===== src/common/dri_defines.svh =====
/*
 * Constants of the dynamic RAM refresh interface: widths, field positions,
 * idle levels and refresh timing.
 * Assumes a 20 MHz reference clock and the processor bus of an 8-bit machine.
 */
`ifndef DRI_DEFINES_SVH
`define DRI_DEFINES_SVH

// ****************************************************************
// Widths
// ****************************************************************
`define DRI_ADDR_W 16
`define DRI_DATA_W 8
`define DRI_MA_W 7
`define DRI_HALF_4K_W 6
`define DRI_HALF_16K_W 7
`define DRI_BANKS 4
`define DRI_BANK_W 2

// ****************************************************************
// Field positions of the bank select bits in the processor address
// ****************************************************************
`define DRI_BANK_LSB_4K 12
`define DRI_BANK_LSB_16K 14

// ****************************************************************
// Idle and reset levels
// ****************************************************************
`define DRI_RAS_IDLE 4'hF
`define DRI_DATA_RESET 8'h00
`define DRI_MA_RESET 7'h00
`define DRI_ADDR_RESET 16'h0000

// ****************************************************************
// Refresh timing: evenly spread refresh interval per organisation
// ****************************************************************
`define DRI_CLK_PERIOD_NS 50
`define DRI_REF_4K_NS 32000
`define DRI_REF_16K_NS 16000
`define DRI_REF_4K_CYC (`DRI_REF_4K_NS / `DRI_CLK_PERIOD_NS)
`define DRI_REF_16K_CYC (`DRI_REF_16K_NS / `DRI_CLK_PERIOD_NS)
`define DRI_REF_CNT_W 10

`endif


===== src/common/dri_pkg.sv =====
/*
 * Types of the dynamic RAM refresh interface.
 * Assumes nothing beyond a SystemVerilog compiler.
 */
package dri_pkg;

  // ****************************************************************
  // Memory cycle sequencer states
  // ****************************************************************
  typedef enum logic [2:0] {
    ST_IDLE,
    ST_ROW,
    ST_RAS,
    ST_COL,
    ST_CAS,
    ST_REF,
    ST_PRE
  } dri_state_e;

endpackage : dri_pkg


===== src/hw/dri_addr_mux.sv =====
/*
 * Row and column address multiplexer for 4K and 16K multiplexed-address RAMs.
 * Assumes the caller registers the output before it reaches the RAM pins.
 */
`timescale 1ns/1ns
`include "dri_defines.svh"

module dri_addr_mux (
  input wire logic [`DRI_ADDR_W-1:0] addr_i,
  input wire logic size_16k_i,
  input wire logic col_sel_i,
  output logic [`DRI_MA_W-1:0] ma_o
);

  // ****************************************************************
  // Half selection
  // ****************************************************************

  // The 4K part uses six bits a half, so the top multiplexed line stays low.
  always_comb begin
    if (size_16k_i) begin
      if (col_sel_i) begin
        ma_o = addr_i[2*`DRI_HALF_16K_W-1:`DRI_HALF_16K_W];
      end else begin
        ma_o = addr_i[`DRI_HALF_16K_W-1:0];
      end
    end else begin
      if (col_sel_i) begin
        ma_o = {1'b0, addr_i[2*`DRI_HALF_4K_W-1:`DRI_HALF_4K_W]};
      end else begin
        ma_o = {1'b0, addr_i[`DRI_HALF_4K_W-1:0]};
      end
    end
  end

endmodule : dri_addr_mux


===== src/hw/dri_top.sv =====
/*
 * Dynamic RAM interface between an 8-bit processor bus and four banks of
 * 16-pin multiplexed-address RAMs, with row-only refresh and refresh watchdog.
 * Assumes the processor bus pins are asynchronous to ref_clk_i and that the
 * processor supplies refresh row numbers on the low address bits.
 */
`timescale 1ns/1ns
`include "dri_defines.svh"

module dri_top (
  input wire logic ref_clk_i,
  input wire logic sys_rst_i,
  input wire logic memory_request_strobe_n_i,
  input wire logic refresh_indicator_n_i,
  input wire logic rd_n_i,
  input wire logic wr_n_i,
  input wire logic size_16k_i,
  input wire logic [`DRI_ADDR_W-1:0] addr_i,
  input wire logic [`DRI_DATA_W-1:0] cpu_data_i,
  input wire logic [`DRI_DATA_W-1:0] ram_data_i,
  output logic [`DRI_MA_W-1:0] ma_o,
  output logic [`DRI_BANKS-1:0] ras_n_o,
  output logic cas_n_o,
  output logic we_n_o,
  output logic [`DRI_DATA_W-1:0] ram_data_o,
  output logic [`DRI_DATA_W-1:0] cpu_data_o,
  output logic cpu_data_oe_o,
  output logic ram_out_valid_o,
  output logic row_refreshed_o,
  output logic refresh_late_o
);

  // ****************************************************************
  // Input synchronisers
  // ****************************************************************
  localparam int SYNC_W = 5 + `DRI_ADDR_W + 2 * `DRI_DATA_W;

  logic [SYNC_W-1:0] meta_q; // First stage, read only by sync_q.
  logic [SYNC_W-1:0] sync_q; // Second stage, safe for logic.
  logic req_s; // Memory request, active high.
  logic refresh_s; // Refresh indicator, active high.
  logic rd_s; // Read strobe, active high.
  logic wr_s; // Write strobe, active high.
  logic size_s; // Jumper: high selects the 16K organisation.
  logic [`DRI_ADDR_W-1:0] addr_s;
  logic [`DRI_DATA_W-1:0] cpu_data_s;
  logic [`DRI_DATA_W-1:0] ram_data_s;

  // All pins pass two flip-flops; the extra latency is far below a bus cycle.
  always_ff @(posedge ref_clk_i or posedge sys_rst_i) begin
    if (sys_rst_i) begin
      meta_q <= '1;
      sync_q <= '1;
    end else begin
      meta_q <= {memory_request_strobe_n_i, refresh_indicator_n_i, rd_n_i, wr_n_i,
                 size_16k_i, addr_i, cpu_data_i, ram_data_i};
      sync_q <= meta_q;
    end
  end

  assign {req_s, refresh_s, rd_s, wr_s} = ~sync_q[SYNC_W-1 -: 4];
  assign {size_s, addr_s, cpu_data_s, ram_data_s} = sync_q[SYNC_W-5:0];

  // ****************************************************************
  // Bank decode
  // ****************************************************************

  // One-hot bank select from the upper address bits of the chosen organisation.
  function automatic logic [`DRI_BANKS-1:0] bank_sel(input logic [`DRI_ADDR_W-1:0] a,
                                                    input logic big);
    logic [`DRI_BANK_W-1:0] b;
    b = big ? a[`DRI_BANK_LSB_16K +: `DRI_BANK_W] : a[`DRI_BANK_LSB_4K +: `DRI_BANK_W];
    bank_sel = `DRI_BANKS'(1) << b;
  endfunction : bank_sel

  // ****************************************************************
  // Cycle sequencer
  // ****************************************************************
  dri_pkg::dri_state_e state_q; // Current sequencer state.
  dri_pkg::dri_state_e state_d; // Next sequencer state.
  logic refresh_q; // Current cycle is a row-only refresh.
  logic size_q; // Organisation held for the whole cycle.
  logic [`DRI_ADDR_W-1:0] addr_q; // Address held while the request stands.
  logic [`DRI_MA_W-1:0] mux_ma; // Multiplexer output.

  // Each step lasts at least one clock so address setup precedes each strobe.
  always_comb begin
    state_d = state_q;
    unique case (state_q)
      dri_pkg::ST_IDLE: state_d = req_s ? dri_pkg::ST_ROW : dri_pkg::ST_IDLE;
      dri_pkg::ST_ROW: begin
        // A request that vanished before RAS is dropped harmlessly.
        if (!req_s) begin
          state_d = dri_pkg::ST_PRE;
        end else if (refresh_q) begin
          state_d = dri_pkg::ST_REF;
        end else begin
          state_d = dri_pkg::ST_RAS;
        end
      end
      dri_pkg::ST_RAS: state_d = req_s ? dri_pkg::ST_COL : dri_pkg::ST_PRE;
      dri_pkg::ST_COL: state_d = req_s ? dri_pkg::ST_CAS : dri_pkg::ST_PRE;
      // Strobes stand until the processor lifts its request.
      dri_pkg::ST_CAS, dri_pkg::ST_REF: state_d = req_s ? state_q : dri_pkg::ST_PRE;
      dri_pkg::ST_PRE: state_d = dri_pkg::ST_IDLE;
    endcase
  end

  always_ff @(posedge ref_clk_i or posedge sys_rst_i) begin
    if (sys_rst_i) begin
      state_q <= dri_pkg::ST_IDLE;
    end else begin
      state_q <= state_d;
    end
  end

  // Address, organisation and cycle kind are captured once at the request.
  // Holding the bank bits keeps the RAS decode free of glitches.
  always_ff @(posedge ref_clk_i or posedge sys_rst_i) begin
    if (sys_rst_i) begin
      addr_q <= `DRI_ADDR_RESET;
      size_q <= 1'b0;
      refresh_q <= 1'b0;
    end else if (state_q == dri_pkg::ST_IDLE && req_s) begin
      addr_q <= addr_s;
      size_q <= size_s;
      refresh_q <= refresh_s;
    end
  end

  // While idle the pins feed the mux, so the row half loads at the capture edge.
  dri_addr_mux i_dri_addr_mux (
    .addr_i(state_q == dri_pkg::ST_IDLE ? addr_s : addr_q),
    .size_16k_i(state_q == dri_pkg::ST_IDLE ? size_s : size_q),
    .col_sel_i(state_d == dri_pkg::ST_COL),
    .ma_o(mux_ma)
  );

  // ****************************************************************
  // RAM strobes and address
  // ****************************************************************

  // Row half is loaded at ROW, column half at COL, each a clock before its strobe.
  always_ff @(posedge ref_clk_i or posedge sys_rst_i) begin
    if (sys_rst_i) begin
      ma_o <= `DRI_MA_RESET;
    end else if (state_d == dri_pkg::ST_ROW || state_d == dri_pkg::ST_COL) begin
      ma_o <= mux_ma;
    end
  end

  // Refresh drops RAS on every bank and never CAS; access drops one bank.
  always_ff @(posedge ref_clk_i or posedge sys_rst_i) begin
    if (sys_rst_i) begin
      ras_n_o <= `DRI_RAS_IDLE;
      cas_n_o <= 1'b1;
      we_n_o <= 1'b1;
    end else begin
      unique case (state_d)
        dri_pkg::ST_REF: ras_n_o <= '0;
        dri_pkg::ST_RAS, dri_pkg::ST_COL, dri_pkg::ST_CAS: begin
          ras_n_o <= ~bank_sel(addr_q, size_q);
        end
        default: ras_n_o <= `DRI_RAS_IDLE;
      endcase
      cas_n_o <= !(state_d == dri_pkg::ST_CAS);
      we_n_o <= !(wr_s && (state_d == dri_pkg::ST_COL || state_d == dri_pkg::ST_CAS));
    end
  end

  // A pulse marks each RAS fall: the addressed row has then been restored.
  always_ff @(posedge ref_clk_i or posedge sys_rst_i) begin
    if (sys_rst_i) begin
      row_refreshed_o <= 1'b0;
    end else begin
      row_refreshed_o <= state_q == dri_pkg::ST_ROW &&
                         (state_d == dri_pkg::ST_RAS || state_d == dri_pkg::ST_REF);
    end
  end

  // ****************************************************************
  // Data paths
  // ****************************************************************

  // Read data reaches the processor only while its read strobe stands.
  always_ff @(posedge ref_clk_i or posedge sys_rst_i) begin
    if (sys_rst_i) begin
      cpu_data_o <= `DRI_DATA_RESET;
      cpu_data_oe_o <= 1'b0;
      ram_data_o <= `DRI_DATA_RESET;
    end else begin
      cpu_data_o <= ram_data_s;
      cpu_data_oe_o <= rd_s && state_d == dri_pkg::ST_CAS;
      ram_data_o <= cpu_data_s;
    end
  end

  // RAM output state: a read turns it on; a refresh clears it on 16K parts
  // and leaves the previous state on 4K parts.
  always_ff @(posedge ref_clk_i or posedge sys_rst_i) begin
    if (sys_rst_i) begin
      ram_out_valid_o <= 1'b0;
    end else if (state_d == dri_pkg::ST_REF && size_q) begin
      ram_out_valid_o <= 1'b0;
    end else if (state_d == dri_pkg::ST_CAS) begin
      ram_out_valid_o <= rd_s;
    end
  end

  // ****************************************************************
  // Refresh watchdog
  // ****************************************************************
  logic [`DRI_REF_CNT_W-1:0] ref_cnt_q; // Clocks since the last refresh.
  logic [`DRI_REF_CNT_W-1:0] ref_lim; // Interval of the jumpered size.
  logic ref_seen; // A refresh RAS starts this clock.

  assign ref_lim = size_s ? `DRI_REF_CNT_W'(`DRI_REF_16K_CYC) : `DRI_REF_CNT_W'(`DRI_REF_4K_CYC);
  assign ref_seen = state_q == dri_pkg::ST_ROW && state_d == dri_pkg::ST_REF;

  // The processor owns the refresh pace; this only flags a late refresh.
  // A refresh arriving in the clock the limit is hit still clears the flag.
  always_ff @(posedge ref_clk_i or posedge sys_rst_i) begin
    if (sys_rst_i) begin
      ref_cnt_q <= '0;
      refresh_late_o <= 1'b0;
    end else if (ref_seen) begin
      ref_cnt_q <= '0;
      refresh_late_o <= 1'b0;
    end else if (ref_cnt_q >= ref_lim) begin
      refresh_late_o <= 1'b1;
    end else begin
      ref_cnt_q <= ref_cnt_q + `DRI_REF_CNT_W'(1);
    end
  end
endmodule : dri_top


===== config.mk =====
export PLATFORM = sky130hd
export DESIGN_NAME = dri_top
export DESIGN_NICKNAME = d
export VERILOG_FILES = /design/src/common/dri_pkg.sv /design/src/hw/dri_addr_mux.sv /design/src/hw/dri_top.sv
export VERILOG_INCLUDE_DIRS = /design/src /design/src/common
export SDC_FILE = /design/constraint.sdc
export NUM_CORES = 1
export LEC_CHECK = 0
export BUFFER_PORTS_ARGS = -buffer_cell sky130_fd_sc_hd__clkbuf_2
export CAP_MARGIN = 20
export CORE_MARGIN = 3
export CORE_UTILIZATION = 55
export CTS_CLUSTER_DIAMETER = 200
export DETAILED_ROUTE_END_ITERATION = 16
export PLACE_DENSITY_LB_ADDON = 0.25
export SKIP_LAST_GASP = 1
export SLEW_MARGIN = 10
export SYNTH_ARGS = -nofsm -noshare
export SYNTH_HDL_FRONTEND = slang
export SYNTH_SLANG_ARGS = --single-unit
export TNS_END_PERCENT = 1

===== constraint.sdc =====
create_clock -name ref_clk_i -period 8 [get_ports ref_clk_i]
set_clock_uncertainty 0.1 [all_clocks]
set_input_delay 0.8 -clock ref_clk_i [delete_from_list [all_inputs] [get_ports ref_clk_i]]
set_output_delay 0.8 -clock ref_clk_i [all_outputs]
set_load 0.1 [all_outputs]

* Word level (Yosys, flattened, before mapping)
Index checks and enable logic that the tools add are counted.
** Word-level totals
- Output and inout port bits :: 33
- Input bits :: 39
- Register bits :: 138
** Operators by class
- Reduce and logical (&&, ||, !) cells :: 16
- Mux-type cells :: 21
- Bitwise operators :: 2
- Order comparisons :: 1
- Eq/ne operators :: 12
- $add $sub $neg :: 1
- Shift-type cells :: 1
** Operators by type and width (number)
- 10-bit 2-to-1 mux :: 3
- 3-bit one-hot mux with 6 select lines :: 1
- 3-bit equality test (second input constant) :: 5
- 14-bit 2-to-1 mux :: 1
- 7-bit 2-to-1 mux :: 2
- 3-bit by 2-bit equality test with 1-bit output (second input constant) :: 4
- 3-bit 2-to-1 mux :: 4
- 10-bit by 1-bit adder with 10-bit output (second input constant) :: 1
- 10-bit >= comparator :: 1
- 4-bit NOT :: 2
- 4-bit one-hot mux with 2 select lines :: 1
- 3-bit by 1-bit equality test with 1-bit output (second input constant) :: 2
- 1-bit logical AND :: 6
- 1-bit 2-to-1 mux :: 6
- 6-bit 2-to-1 mux :: 1
- 2-bit 2-to-1 mux :: 2
- 2-bit nonzero test :: 2
- 1-bit by 2-bit left shift with 4-bit output (first input constant) :: 1
- 3-bit logical NOT :: 1
- 1-bit logical OR :: 3
- 3-bit OR reduction :: 1
- 1-bit logical NOT :: 2
- 2-bit != test (second input constant) :: 1
- 2-bit OR reduction :: 1

* Depth between registers and ports, before layout
Gate-level depths: netlist (run 1).
- Word-level depth :: 7
- Depth in mapped cells :: 8

* Hierarchy
A second synthesis (run 1) with hierarchy kept.
** Unflattened totals
- Cells, all modules :: 334
- Area, all modules :: 5002.3 um^2
** Modules (own cells, without submodules)
- dri_top :: times used 1, sequential area each 3553.4 um^2, cells an instance 312, area an instance 4850.9 um^2
- dri_addr_mux :: times used 1, sequential area each 0.0 um^2, cells an instance 22, area an instance 151.4 um^2

* Worst setup path after synthesis (run 1)
Ideal clock, no wire load.
- Path kind :: reg2reg
- Start point :: register sync_q[32]
- End point :: register ref_cnt_q[2]
- Data required time :: 7823 ps
- Period minus slack after synthesis :: 2045 ps
- Data arrival time :: 1868 ps
- Stages on the path, launching flop included :: 7
- Setup slack :: 5955 ps
- Path buffers :: 0
- Cell sequence :: dfstp_2 inv_1 ha_1 a21oi_1 a31oi_1 or4_2 a21oi_1
** Between the ends
- Longest elaborated chain between the ends :: 3
** Ends and longest elaborated chain
- start, declared :: line dri_top.sv:39 : logic [SYNC_W-1:0] sync_q;
- start signal, assigned :: line dri_top.sv:57 : sync_q <= meta_q;
- 10-bit 2-to-1 mux :: line dri_top.sv:217 : assign ref_lim = size_s ? `DRI_REF_CNT_W'(`DRI_REF_16K_CYC) : `DRI_REF_CNT_W'(`DRI_REF_4K_CYC);
- 10-bit >= comparator :: line dri_top.sv:229 : end else if (ref_cnt_q >= ref_lim) begin
- 2-bit != test (no line)
- end signal, assigned :: line dri_top.sv:232 : ref_cnt_q <= ref_cnt_q + `DRI_REF_CNT_W'(1);
- end, declared :: line dri_top.sv:213 : logic [`DRI_REF_CNT_W-1:0] ref_cnt_q;
No other way between the ends.
A chain may end at the register's enable or synchronous reset.

* Worst setup path in the final report (run 1)
Ends and elaborated chain as after synthesis.

==> results.toml, run 1 <==
[status]
status = "complete, no violations"

[worst_setup_path]
crit_chain = "inv_1 > ha_1 > a21oi_1 > a31oi_1 > clkbuf_4 > or4_2 > a21oi_1"
cp.arrival_ns = 2.73
crit_path_frequent_cell = "a21oi_1"
cp-end-kind = "register"
crit_type = "reg2reg"
slowest_stage = "dfstp_2"
cp_num_buf_inv = 2
reg2reg_depth = 7
cp_top_family = "flip-flops"
cp.required_ns = 8.33
cpPeakStageDelay_ns = 0.58
crit_cells = 7
worst_setup_path_start_kind = "register"
critical_path.max_fanout = 12

[clock_tree]
htreeDepth = 4
cts.clk_slew.worst_paths_ns = 0.06
numCtsBuffers = 17
cts_tree = "yes"
root_buffer = "clkbuf_8"
cts_resized = 0
post_cts_buffers = 0
clkSinkCount = 138
cts_max_path_buffers = 2
cts_hold_buf = 0
insertion_delay_ns = 0.51

[logic_synthesis]
yosysWarnings = 0
yosysUniqueCellTypes = 48
yosysSeqAreaShare_pct = 74.2
synth_nets = 385
avgSynthCellArea_sq_um = 14.1
synthFlopType = "dfstp_2"
synth_seq_cells = 138
synth.cell_area_sq_um = 4790
syn-instance-count = 340
synth-async-reset-ratio_pct = 100
synth-edff-count = 0

[global_route]
antenna_found_initial = 0
gr-total-overflow = 0
grt_pass1_vias = 2826
grt_start_max_net_pins = 74
grt_use_total_pct = 17.9
grt_pass1_wl_um = 13700

[timing]
relSlewSlack_pct = 44.3
maxSlewViolCount = 0
rsz0062_at_grt = "no"
timing.fmax_ghz = 0.416
setup_viol = 0
worst_slack_ns = 5.60
min_period_ns = 2.40
period_share_pct = 30.0
tightest_slew_ns = 0.836
hold_viol = 0
fin_setup_tns_ns = 0

[route]
drt_iter0_drc = 121
drt_wl_total_um = 7920
drc = 0
ant_nets = 0
dr.pass1.iters = 4
wl_per_cell_um = 14.8
vias = 2814
viasPerCell = 5.26

[power]
power_w = 0.00236
p_leak_nw = 2.54
peakVddDrop_v = 0.000248
p_per_area_nw_per_um2 = 407

[run]
cap_violations = 0

[floorplanning]
core_sq_um = 8340
die_w_um = 99.3
die-height_um = 99.3
ioPinCount = 72
start_util_pct = 57.5
dieArea_sq_um = 9870
rows = 33

[placement]
io_buffers = 71
place_congestion = 0.821
dp_slack_ns = 5.48
hpwl_um = 5000

[hold_path]
min_path_type = "reg2reg"
hold_depth = 0

[final_layout]
num_antenna_cells = 0
syn2layout_area_growth_pct = 21.0
fillCellCount = 572
nets = 462
drive_above_1_share_pct = 48.1
-- power breakdown --
| group | switching [W] | internal, W |
|---|---|---|
| combinational | 0.000471 | 0.000181 |
| sequential | 0.000117 | 0.000845 |
| clock | 0.000313 | 0.000434 |
| total | 0.000901 | 0.00146 |
-- flip-flops by register name, summed over array words and instances, names as in the netlist --
name             count
ma_o                 7
cpu_data_o           8
state_q              3
ram_out_valid_o      1
cas_n_o              1
size_q               1
sync_q              37
we_n_o               1
addr_q              16
refresh_late_o       1
ras_n_o              4
meta_q              37
cpu_data_oe_o        1
row_refreshed_o      1
ram_data_o           8
ref_cnt_q           10
refresh_q            1
-- placed cells by master (no fill, tap or decap), types with 8 or more instances in the layout --
| cell | Yosys | routed |
|---|---|---|
| o21ai_0 | 16 | 16 |
| clkbuf_16 | 0 | 16 |
| nand2_1 | 19 | 19 |
| inv_6 | 0 | 9 |
| nor2_1 | 23 | 23 |
| mux2_2 | 13 | 13 |
| clkbuf_2 | 0 | 71 |
| a21oi_1 | 19 | 19 |
| dfstp_2 | 80 | 80 |
| nor2b_1 | 8 | 8 |
| inv_1 | 12 | 11 |
| dfrtp_1 | 58 | 58 |
-- synthesized netlist by cell type, types with 2 or more instances --
master	count	share of area (%)
nand3_1	4	0.42
nor3_1	4	0.42
xnor2_1	3	0.55
nand2b_1	3	0.39
dfstp_2	80	44
clkbuf_1	5	0.39
buf_2	9	0.94
nand3b_1	2	0.31
o211ai_1	3	0.47
o31ai_1	4	0.63
o22ai_1	7	0.91
or3_1	2	0.26
nor2_1	23	1.8
a21oi_1	19	2.0
nor2b_1	8	1.0
nand2_1	19	1.5
inv_1	12	0.94
nor4_1	2	0.26
a211oi_1	6	0.94
ha_1	6	1.6
mux2_2	13	3.1
dfrtp_1	58	30
a21oi_2	2	0.37
o21ai_1	2	0.21
or4_1	3	0.47
o21ai_0	16	1.7
o32ai_1	4	0.73
-- metal layers --
metal,vias up,GRT usage (%),wire (um)
met5,-,0,0
met4,0,7.14,96
met3,10,5.96,447
met2,72,26.6,3830
met1,1395,24.6,3540
li1,1337,-,-
-- area by class of cell --
cell class / instances / area (sq um) / share of cell area, %
Multi-Input combinational cell: 174 / 1110 / 19.2
Sequential cell: 138 / 3550 / 61.3
Clock buffer: 18 / 428 / 7.38
Inverter: 12 / 47.5 / 0.820
Timing Repair Buffer: 74 / 378 / 6.51
Clock inverter: 14 / 148 / 2.55
Tap cell: 105 / 131 / 2.26
-- through the flow --
stage / std cells / hold slack [ns] / util [%] / instance area [sq um]
after global routing: 535 / 0.237 / 69.5 / 5800
after detailed placement: 502 / 0.247 / 62.6 / 5220
after CTS: 534 / 0.248 / 69.5 / 5790
final: 535 / 0.254 / 69.5 / 5800
after global placement: 502 / 0.245 / 62.6 / 5220
after floorplan: 340 / 0.245 / - / 4790
-- kinds of logic after synthesis --
logic type      share of synthesized area, %
flops                                   74.2
compound gates                          8.69
fa+ha+maj                               1.57
mux                                     3.05
buf+inv                                 2.58
xor+xnor                               0.731
simple gates                            9.22
-- final timing paths --
path                                       from                  endpoint  slack (ns)
hold / removal             meta_q[20]$_DFF_PP1_      sync_q[20]$_DFF_PP1_        0.25
hold reg to reg            meta_q[20]$_DFF_PP1_      sync_q[20]$_DFF_PP1_        0.25
setup reg to reg           sync_q[32]$_DFF_PP1_  ref_cnt_q[2]$_DFFE_PP0P_        5.60
min in group asynchronous             sys_rst_i   ram_data_o[1]$_DFF_PP0_        0.35
setup / recovery           sync_q[32]$_DFF_PP1_  ref_cnt_q[2]$_DFFE_PP0P_        5.60
max in group asynchronous             sys_rst_i   cpu_data_o[4]$_DFF_PP0_        6.18
(Power assumes the default switching activity.)
==> inputs of run 2 (changes only) <==
--- a/config.mk
+++ b/config.mk
@@ -6,10 +6,11 @@
 export SDC_FILE = /design/constraint.sdc
 export NUM_CORES = 1
 export LEC_CHECK = 0
+export ABC_AREA = 1
 export BUFFER_PORTS_ARGS = -buffer_cell sky130_fd_sc_hd__clkbuf_2
 export CAP_MARGIN = 20
 export CORE_MARGIN = 3
-export CORE_UTILIZATION = 55
+export CORE_UTILIZATION = 51
 export CTS_CLUSTER_DIAMETER = 200
 export DETAILED_ROUTE_END_ITERATION = 16
 export PLACE_DENSITY_LB_ADDON = 0.25
==> constraint.sdc (replaced) <==
create_clock -name ref_clk_i -period 2.2 [get_ports ref_clk_i]
set_clock_uncertainty 0.1 [all_clocks]
set_input_delay 0.22 -clock ref_clk_i [delete_from_list [all_inputs] [get_ports ref_clk_i]]
set_output_delay 0.22 -clock ref_clk_i [all_outputs]
set_load 0.1 [all_outputs]
==> run 2 against run 1 <==
Compared with the run above: sequential share of layout area decreased by 7.5 points; core utilization decreased by 2.2 points; die area increased by 15%; combinational power increased to 5.0 times the previous value; wire length increased by 21%; critical path depth increased by 2; power increased to 4.0 times the previous value; non-clock buffer count increased by 41; largest power group unchanged; highest routed layer unchanged.
==> results.toml, run 2 <==
[logic_synthesis]
synth_area_leaders = "dfstp_2 (41%), dfrtp_1 (28%), nand2_1 (9.1%)"
synth-edff-count = 0
yosysMostFrequentCell = "nand2_1"
synth_compound_area_share_pct = 3.82
ys_top_cells_by_count = "nand2_1 (125), dfstp_2 (80), dfrtp_1 (58)"
avgSynthCellArea_sq_um = 11.5
yosysSeqAreaShare_pct = 68.6
synth_top_area_share_pct = 40.6
synth_top_family_by_area = "simple AND/OR/NAND/NOR gates"
synth.cell_area_sq_um = 5180
syn-instance-count = 452
synth_nets = 497
synthFlopType = "dfstp_2"
yosys.area_share.simple_pct = 20.0
muxShareOfSynthArea_pct = 0
yosysWarnings = 0
synth-async-reset-ratio_pct = 100
yosys.area.top_type = "dfstp_2"
yosysUniqueCellTypes = 32
synth_xor_area_share_pct = 1.01
synthAdderAreaFrac_pct = 1.45
synth_seq_cells = 138

[route]
wl_per_cell_um = 13.3
drt_iter0_drc = 82
drt_wl_total_um = 9580
vias = 3437
viasPerCell = 4.77
drc = 0
ant_nets = 0
dr.pass1.iters = 4

[worst_setup_path]
r2r_start = "sync_q[32]$_DFF_PP1_"
r2r-end = "ref_cnt_q[6]$_DFFE_PP0P_"
crit_type = "reg2reg"
r2r_setup_slack_ns = 0.19
cp.required_ns = 2.50
worst_setup_path_start_kind = "register"
cp-end-kind = "register"
cpPeakStageDelay_ns = 0.59
reg2reg_depth = 9
critical_path.max_fanout = 8
slowest_stage = "dfstp_2"
cp.arrival_ns = 2.31
crit_chain = "inv_1 > ha_1 > nand2_1 > inv_1 > a21boi_0 > nand2_2 > buf_4 > nand3_1 > nand2_1"

[clock_tree]
cts_tree = "yes"
numCtsBuffers = 17
insertion_delay_ns = 0.51
cts.clk_slew.worst_paths_ns = 0.06
root_buffer = "clkbuf_8"
htreeDepth = 4
clkSinkCount = 138
cts_max_path_buffers = 2

[timing]
period_share_pct = 91.5
maxSlewViolCount = 0
worst_slack_ns = 0.187
fin_setup_tns_ns = 0
timing.fmax_ghz = 0.497
setup_viol = 0
hold_viol = 0
tightest_slew_ns = 0.753
relSlewSlack_pct = 49.7
min_period_ns = 2.01
rsz0062_at_grt = "no"
whs_ns = 0.233

[power]
peakVddDrop_v = 0.000785
clockPowerShare_pct = 28.6
power.internal_w = 0.00549
p_per_area_nw_per_um2 = 1420
p_comb_share_pct = 34.9
p_seq_share_pct = 36.5
netSwitchingFraction_pct = 41.6
p_sw_w = 0.00390
p_leak_nw = 3.21

[hold_path]
hold_start = "addr_i[1]"
hold_depth = 2
min_to = "meta_q[17]$_DFF_PP1_"
min_path_type = "in2reg"

[final_layout]
syn2layout_area_growth_pct = 27.8
final_common_cell = "nand2_1"
final_core_util_pct = 67.4
fillCellCount = 751
num_antenna_cells = 0
drive_above_1_share_pct = 38.0
design_area_sq_um = 6620
reg.largest.list = "meta_q (37), sync_q (37), addr_q (16)"
nets = 619
regArea_sq_um = 3550
final_cell_mix = "nand2_1 (124), dfstp_2 (80), clkbuf_2 (71)"
multi_input_area_sq_um = 1360

[floorplanning]
start_util_pct = 52.7
die-height_um = 107
die_w_um = 107
core_sq_um = 9820
ioPinCount = 72
dieArea_sq_um = 11400
rows = 36

[run]
cap_violations = 0

[placement]
hpwl_um = 6140
place_congestion = 0.816
dp_slack_ns = 0.116
placed_cell_area_sq_um = 5660
io_buffers = 71

[global_route]
grt_pass1_vias = 3534
antenna_found_initial = 0
gr-total-overflow = 0
grt_use_total_pct = 18.7
grt_pass1_wl_um = 16400
grt_start_max_net_pins = 56

[status]
status = "complete, no violations"
-- run 2: changes by cell type after synthesis, moves of 13 or more --
cell     change
mux2_2      -13
nand2_1    +106
inv_1       +20
a21oi_1     -18
nand3_1     +40
-- run 2: per-stage QoR --
stage,std cells,total power (W)
2_1_floorplan,452,0.00620
3_3_place_gp,649,0.00661
3_5_place_dp,649,0.00670
4_1_cts,719,0.00949
5_1_grt,720,0.00999
6_report,720,0.00939
-- run 2: cells by family after synthesis --
family / count (synthesis)
buf+inv: 52
fa+ha+maj: 6
simple gates: 218
xor+xnor: 6
compound gates: 32
flops: 138
-- run 2: repair_timing --
| action | in CTS | in global routing |
|---|---|---|
| endpoints found under the hold margin | 50 | 0 |
| endpoints found under the setup margin | 0 | 11 |
| buffers inserted | 0 | 1 |
| gates resized for setup | 0 | 1 |
| hold buffers | 38 | 0 |
-- run 2: final cells by class --
type,instances,share of cell area (%)
tap,133,2.52
timing repair buffer,115,12.2
multi-input combinational,262,20.6
inverter,40,2.40
sequential,138,53.7
clock buffer,18,6.32
clock inverter,14,2.27
-- run 2: worst max path at each step --
| stage | start | to | slack [ns] |
|---|---|---|---|
| after global routing | sync_q[32]$_DFF_PP1_ | ref_cnt_q[5]$_DFFE_PP0P_ | 0.02 |
| after floorplan | sys_rst_i | addr_q[0]$_DFFE_PP0P_ | 0.22 |
| after CTS | sync_q[32]$_DFF_PP1_ | ref_cnt_q[6]$_DFFE_PP0P_ | 0.10 |
| after global placement | sync_q[32]$_DFF_PP1_ | ref_cnt_q[6]$_DFFE_PP0P_ | 0.26 |
| after detailed placement | sync_q[32]$_DFF_PP1_ | ref_cnt_q[5]$_DFFE_PP0P_ | 0.12 |
| final | sync_q[32]$_DFF_PP1_ | ref_cnt_q[6]$_DFFE_PP0P_ | 0.19 |
-- run 2: worst max-delay path, delay by kind of cell (launching register included) --
family,cells,cell delay [ns]
AOI/OAI and AO/OA,1,0.23
adders and majority gates,1,0.28
buffers and inverters,3,0.34
DFF,1,0.59
and+or+nand+nor,4,0.35
-- run 2: routing by layer --
metal | GRT usage [%] | wire (um)
met1 | 23.6 | 4090
met2 | 30.4 | 4930
met3 | 5.66 | 444
met4 | 7.49 | 112
met5 | 0 | 0
-- run 2: power groups by stage --
stage,Sequential (W),Clock [W],Combinational [W]
2_1_floorplan,0.00437,0,0.00183
3_3_place_gp,0.00344,0,0.00317
3_5_place_dp,0.00347,0,0.00324
4_1_cts,0.00343,0.00275,0.00330
5_1_grt,0.00350,0.00288,0.00362
6_report,0.00343,0.00268,0.00328
==> inputs of run 3 (changes only) <==
--- a/config.mk
+++ b/config.mk
@@ -10,8 +10,9 @@
 export BUFFER_PORTS_ARGS = -buffer_cell sky130_fd_sc_hd__clkbuf_2
 export CAP_MARGIN = 20
 export CORE_MARGIN = 3
-export CORE_UTILIZATION = 51
+export CORE_UTILIZATION = 55
 export CTS_CLUSTER_DIAMETER = 200
+export CTS_CLUSTER_SIZE = 28
 export DETAILED_ROUTE_END_ITERATION = 16
 export PLACE_DENSITY_LB_ADDON = 0.25
 export SKIP_LAST_GASP = 1
@@ -19,4 +20,3 @@
 export SYNTH_ARGS = -nofsm -noshare
 export SYNTH_HDL_FRONTEND = slang
 export SYNTH_SLANG_ARGS = --single-unit
-export TNS_END_PERCENT = 1
==> constraint.sdc (replaced) <==
create_clock -name ref_clk_i -period 2.1 [get_ports ref_clk_i]
set_clock_uncertainty 0.1 [all_clocks]
set_input_delay 0.21 -clock ref_clk_i [delete_from_list [all_inputs] [get_ports ref_clk_i]]
set_output_delay 0.21 -clock ref_clk_i [all_outputs]
set_load 0.1 [all_outputs]
==> run 3 against run 2 <==
Compared with the run above: wire length increased by 3.6%; global-route usage increased by 2.3 points; sequential share of layout area about the same; clock-buffer cell count increased by 1; largest cell class unchanged; critical path depth decreased by 2; sequential cell count unchanged.
==> results.toml, run 3 (synthesized netlist as in run 2, its figures left out) <==
[timing]
period_share_pct = 94.6
worst_slack_ns = 0.113
rsz0062_at_grt = "no"
min_period_ns = 1.99
hold_viol = 0
fin_setup_tns_ns = 0
timing.fmax_ghz = 0.503
relSlewSlack_pct = 63.1
setup_viol = 0
tightest_slew_ns = 0.556
maxSlewViolCount = 0

[route]
ant_nets = 0
vias = 3450
viasPerCell = 4.96
dr.pass1.iters = 4
wl_per_cell_um = 14.3
drc = 0
drt_wl_total_um = 9930
drt_iter0_drc = 165

[global_route]
grt_use_total_pct = 21.0
gr-total-overflow = 0
grt_pass1_vias = 3539
grt_start_max_net_pins = 61
antenna_found_initial = 0
grt_pass1_wl_um = 16700

[floorplanning]
ioPinCount = 72
core_sq_um = 8930
die-height_um = 103
die_w_um = 103
dieArea_sq_um = 10600
start_util_pct = 58.0
rows = 34

[worst_setup_path]
crit_chain = "ha_1 > a21oi_1 > a21boi_0 > nand2_2 > inv_2 > nand3_1 > nand2_1"
critPathLaunch = "sync_q[32]$_DFF_PP1_"
cp_num_buf_inv = 1
critical_path.max_fanout = 12
cp.required_ns = 2.45
r2r_start = "sync_q[32]$_DFF_PP1_"
cp_top_family = "flip-flops"
worst_setup_path_start_kind = "register"
cp.arrival_ns = 2.34
slowest_stage = "dfstp_2"
cp-end-kind = "register"
crit_type = "reg2reg"
cpPeakStageDelay_ns = 0.58

[final_layout]
multi_input_area_sq_um = 1370
final_common_cell = "nand2_1"
fillCellCount = 563
reg.largest.list = "meta_q (37), sync_q (37), addr_q (16)"
num_antenna_cells = 0
final_cell_mix = "nand2_1 (123), dfstp_2 (80), clkbuf_2 (71)"
drive_above_1_share_pct = 38.5
nets = 619
syn2layout_area_growth_pct = 27.8
regArea_sq_um = 3550

[clock_tree]
post_cts_buffers = 0
numCtsBuffers = 17
clkSinkCount = 138
root_buffer = "clkbuf_8"
cts_tree = "yes"
cts.clk_slew.worst_paths_ns = 0.07
insertion_delay_ns = 0.51
cts_max_path_buffers = 2
htreeDepth = 4

[power]
p_per_area_nw_per_um2 = 1510
p_leak_nw = 3.22
peakVddDrop_v = 0.000833

[placement]
place_congestion = 0.878
io_buffers = 71
dp_slack_ns = 0.0109
hpwl_um = 6010

[status]
status = "complete, no violations"

[run]
cap_violations = 0

[hold_path]
min_path_type = "in2async"
[run 3: per-stage QoR]
stage | total power (W) | area (sq um) | cells | utilization (%) | hold slack (ns)
floorplan | 0.00650 | 5180 | 452 | - | 0.114
global placement | 0.00692 | 5630 | 625 | 63.1 | 0.155
detailed placement | 0.00701 | 5630 | 625 | 63.1 | 0.164
CTS | 0.0101 | 6620 | 695 | 74.1 | 0.160
global route | 0.0106 | 6620 | 695 | 74.1 | 0.201
finish | 0.0100 | 6620 | 695 | 74.1 | 0.205
[run 3: worst min-delay path: stages]
cell and delay (ns):
dlygate4sd3_1 0.55, clkbuf_2 0.13, clkinvlp_4 0.37
[run 3: layout make-up]
class / count / area share (%)
clock buffers: 19 / 6.67
clock inverters: 13 / 2.40
well taps: 108 / 2.04
multi-input cells: 262 / 20.6
inverters: 40 / 2.40
repair buffers: 115 / 12.2
flip-flops and latches: 138 / 53.7
[run 3: power breakdown]
group | switching, W | internal [W] | total, W
Clock | 0.00117 | 0.00178 | 0.00295
Combinational | 0.00256 | 0.000896 | 0.00346
Sequential | 0.000366 | 0.00324 | 0.00360
[run 3: final timing paths]
| kind | to | slack, ns | depth (start not counted) |
|---|---|---|---|
| setup / recovery | ref_cnt_q[2]$_DFFE_PP0P_ | 0.11 | 7 |
| min in group ref_clk_i | meta_q[20]$_DFF_PP1_ | 0.22 | 2 |
| hold reg to reg | sync_q[32]$_DFF_PP1_ | 0.25 | 0 |
| hold / removal | addr_q[8]$_DFFE_PP0P_ | 0.21 | 3 |
| setup reg to reg | ref_cnt_q[2]$_DFFE_PP0P_ | 0.11 | 7 |
| max in group asynchronous | meta_q[35]$_DFF_PP1_ | 0.99 | 4 |
[run 3: what timing repair did]
| action | CTS | global route |
|---|---|---|
| gates resized for setup | 1 | 2 |
| setup endpoints to repair | 1 | 8 |
| pin swaps | 0 | 1 |
| hold buffers | 38 | 0 |
| hold endpoints to repair | 71 | 0 |
[run 3: layer usage]
| layer | global-route usage [%] | part of all wire (%) | up-vias |
|---|---|---|---|
| met1 | 26.2 | 43 | 1658 |
| met3 | 5.75 | 4.6 | 20 |
| met2 | 33.9 | 50 | 87 |
| li1 | - | - | 1685 |
| met4 | 10.1 | 2.0 | 0 |
| met5 | 0 | 0 | - |
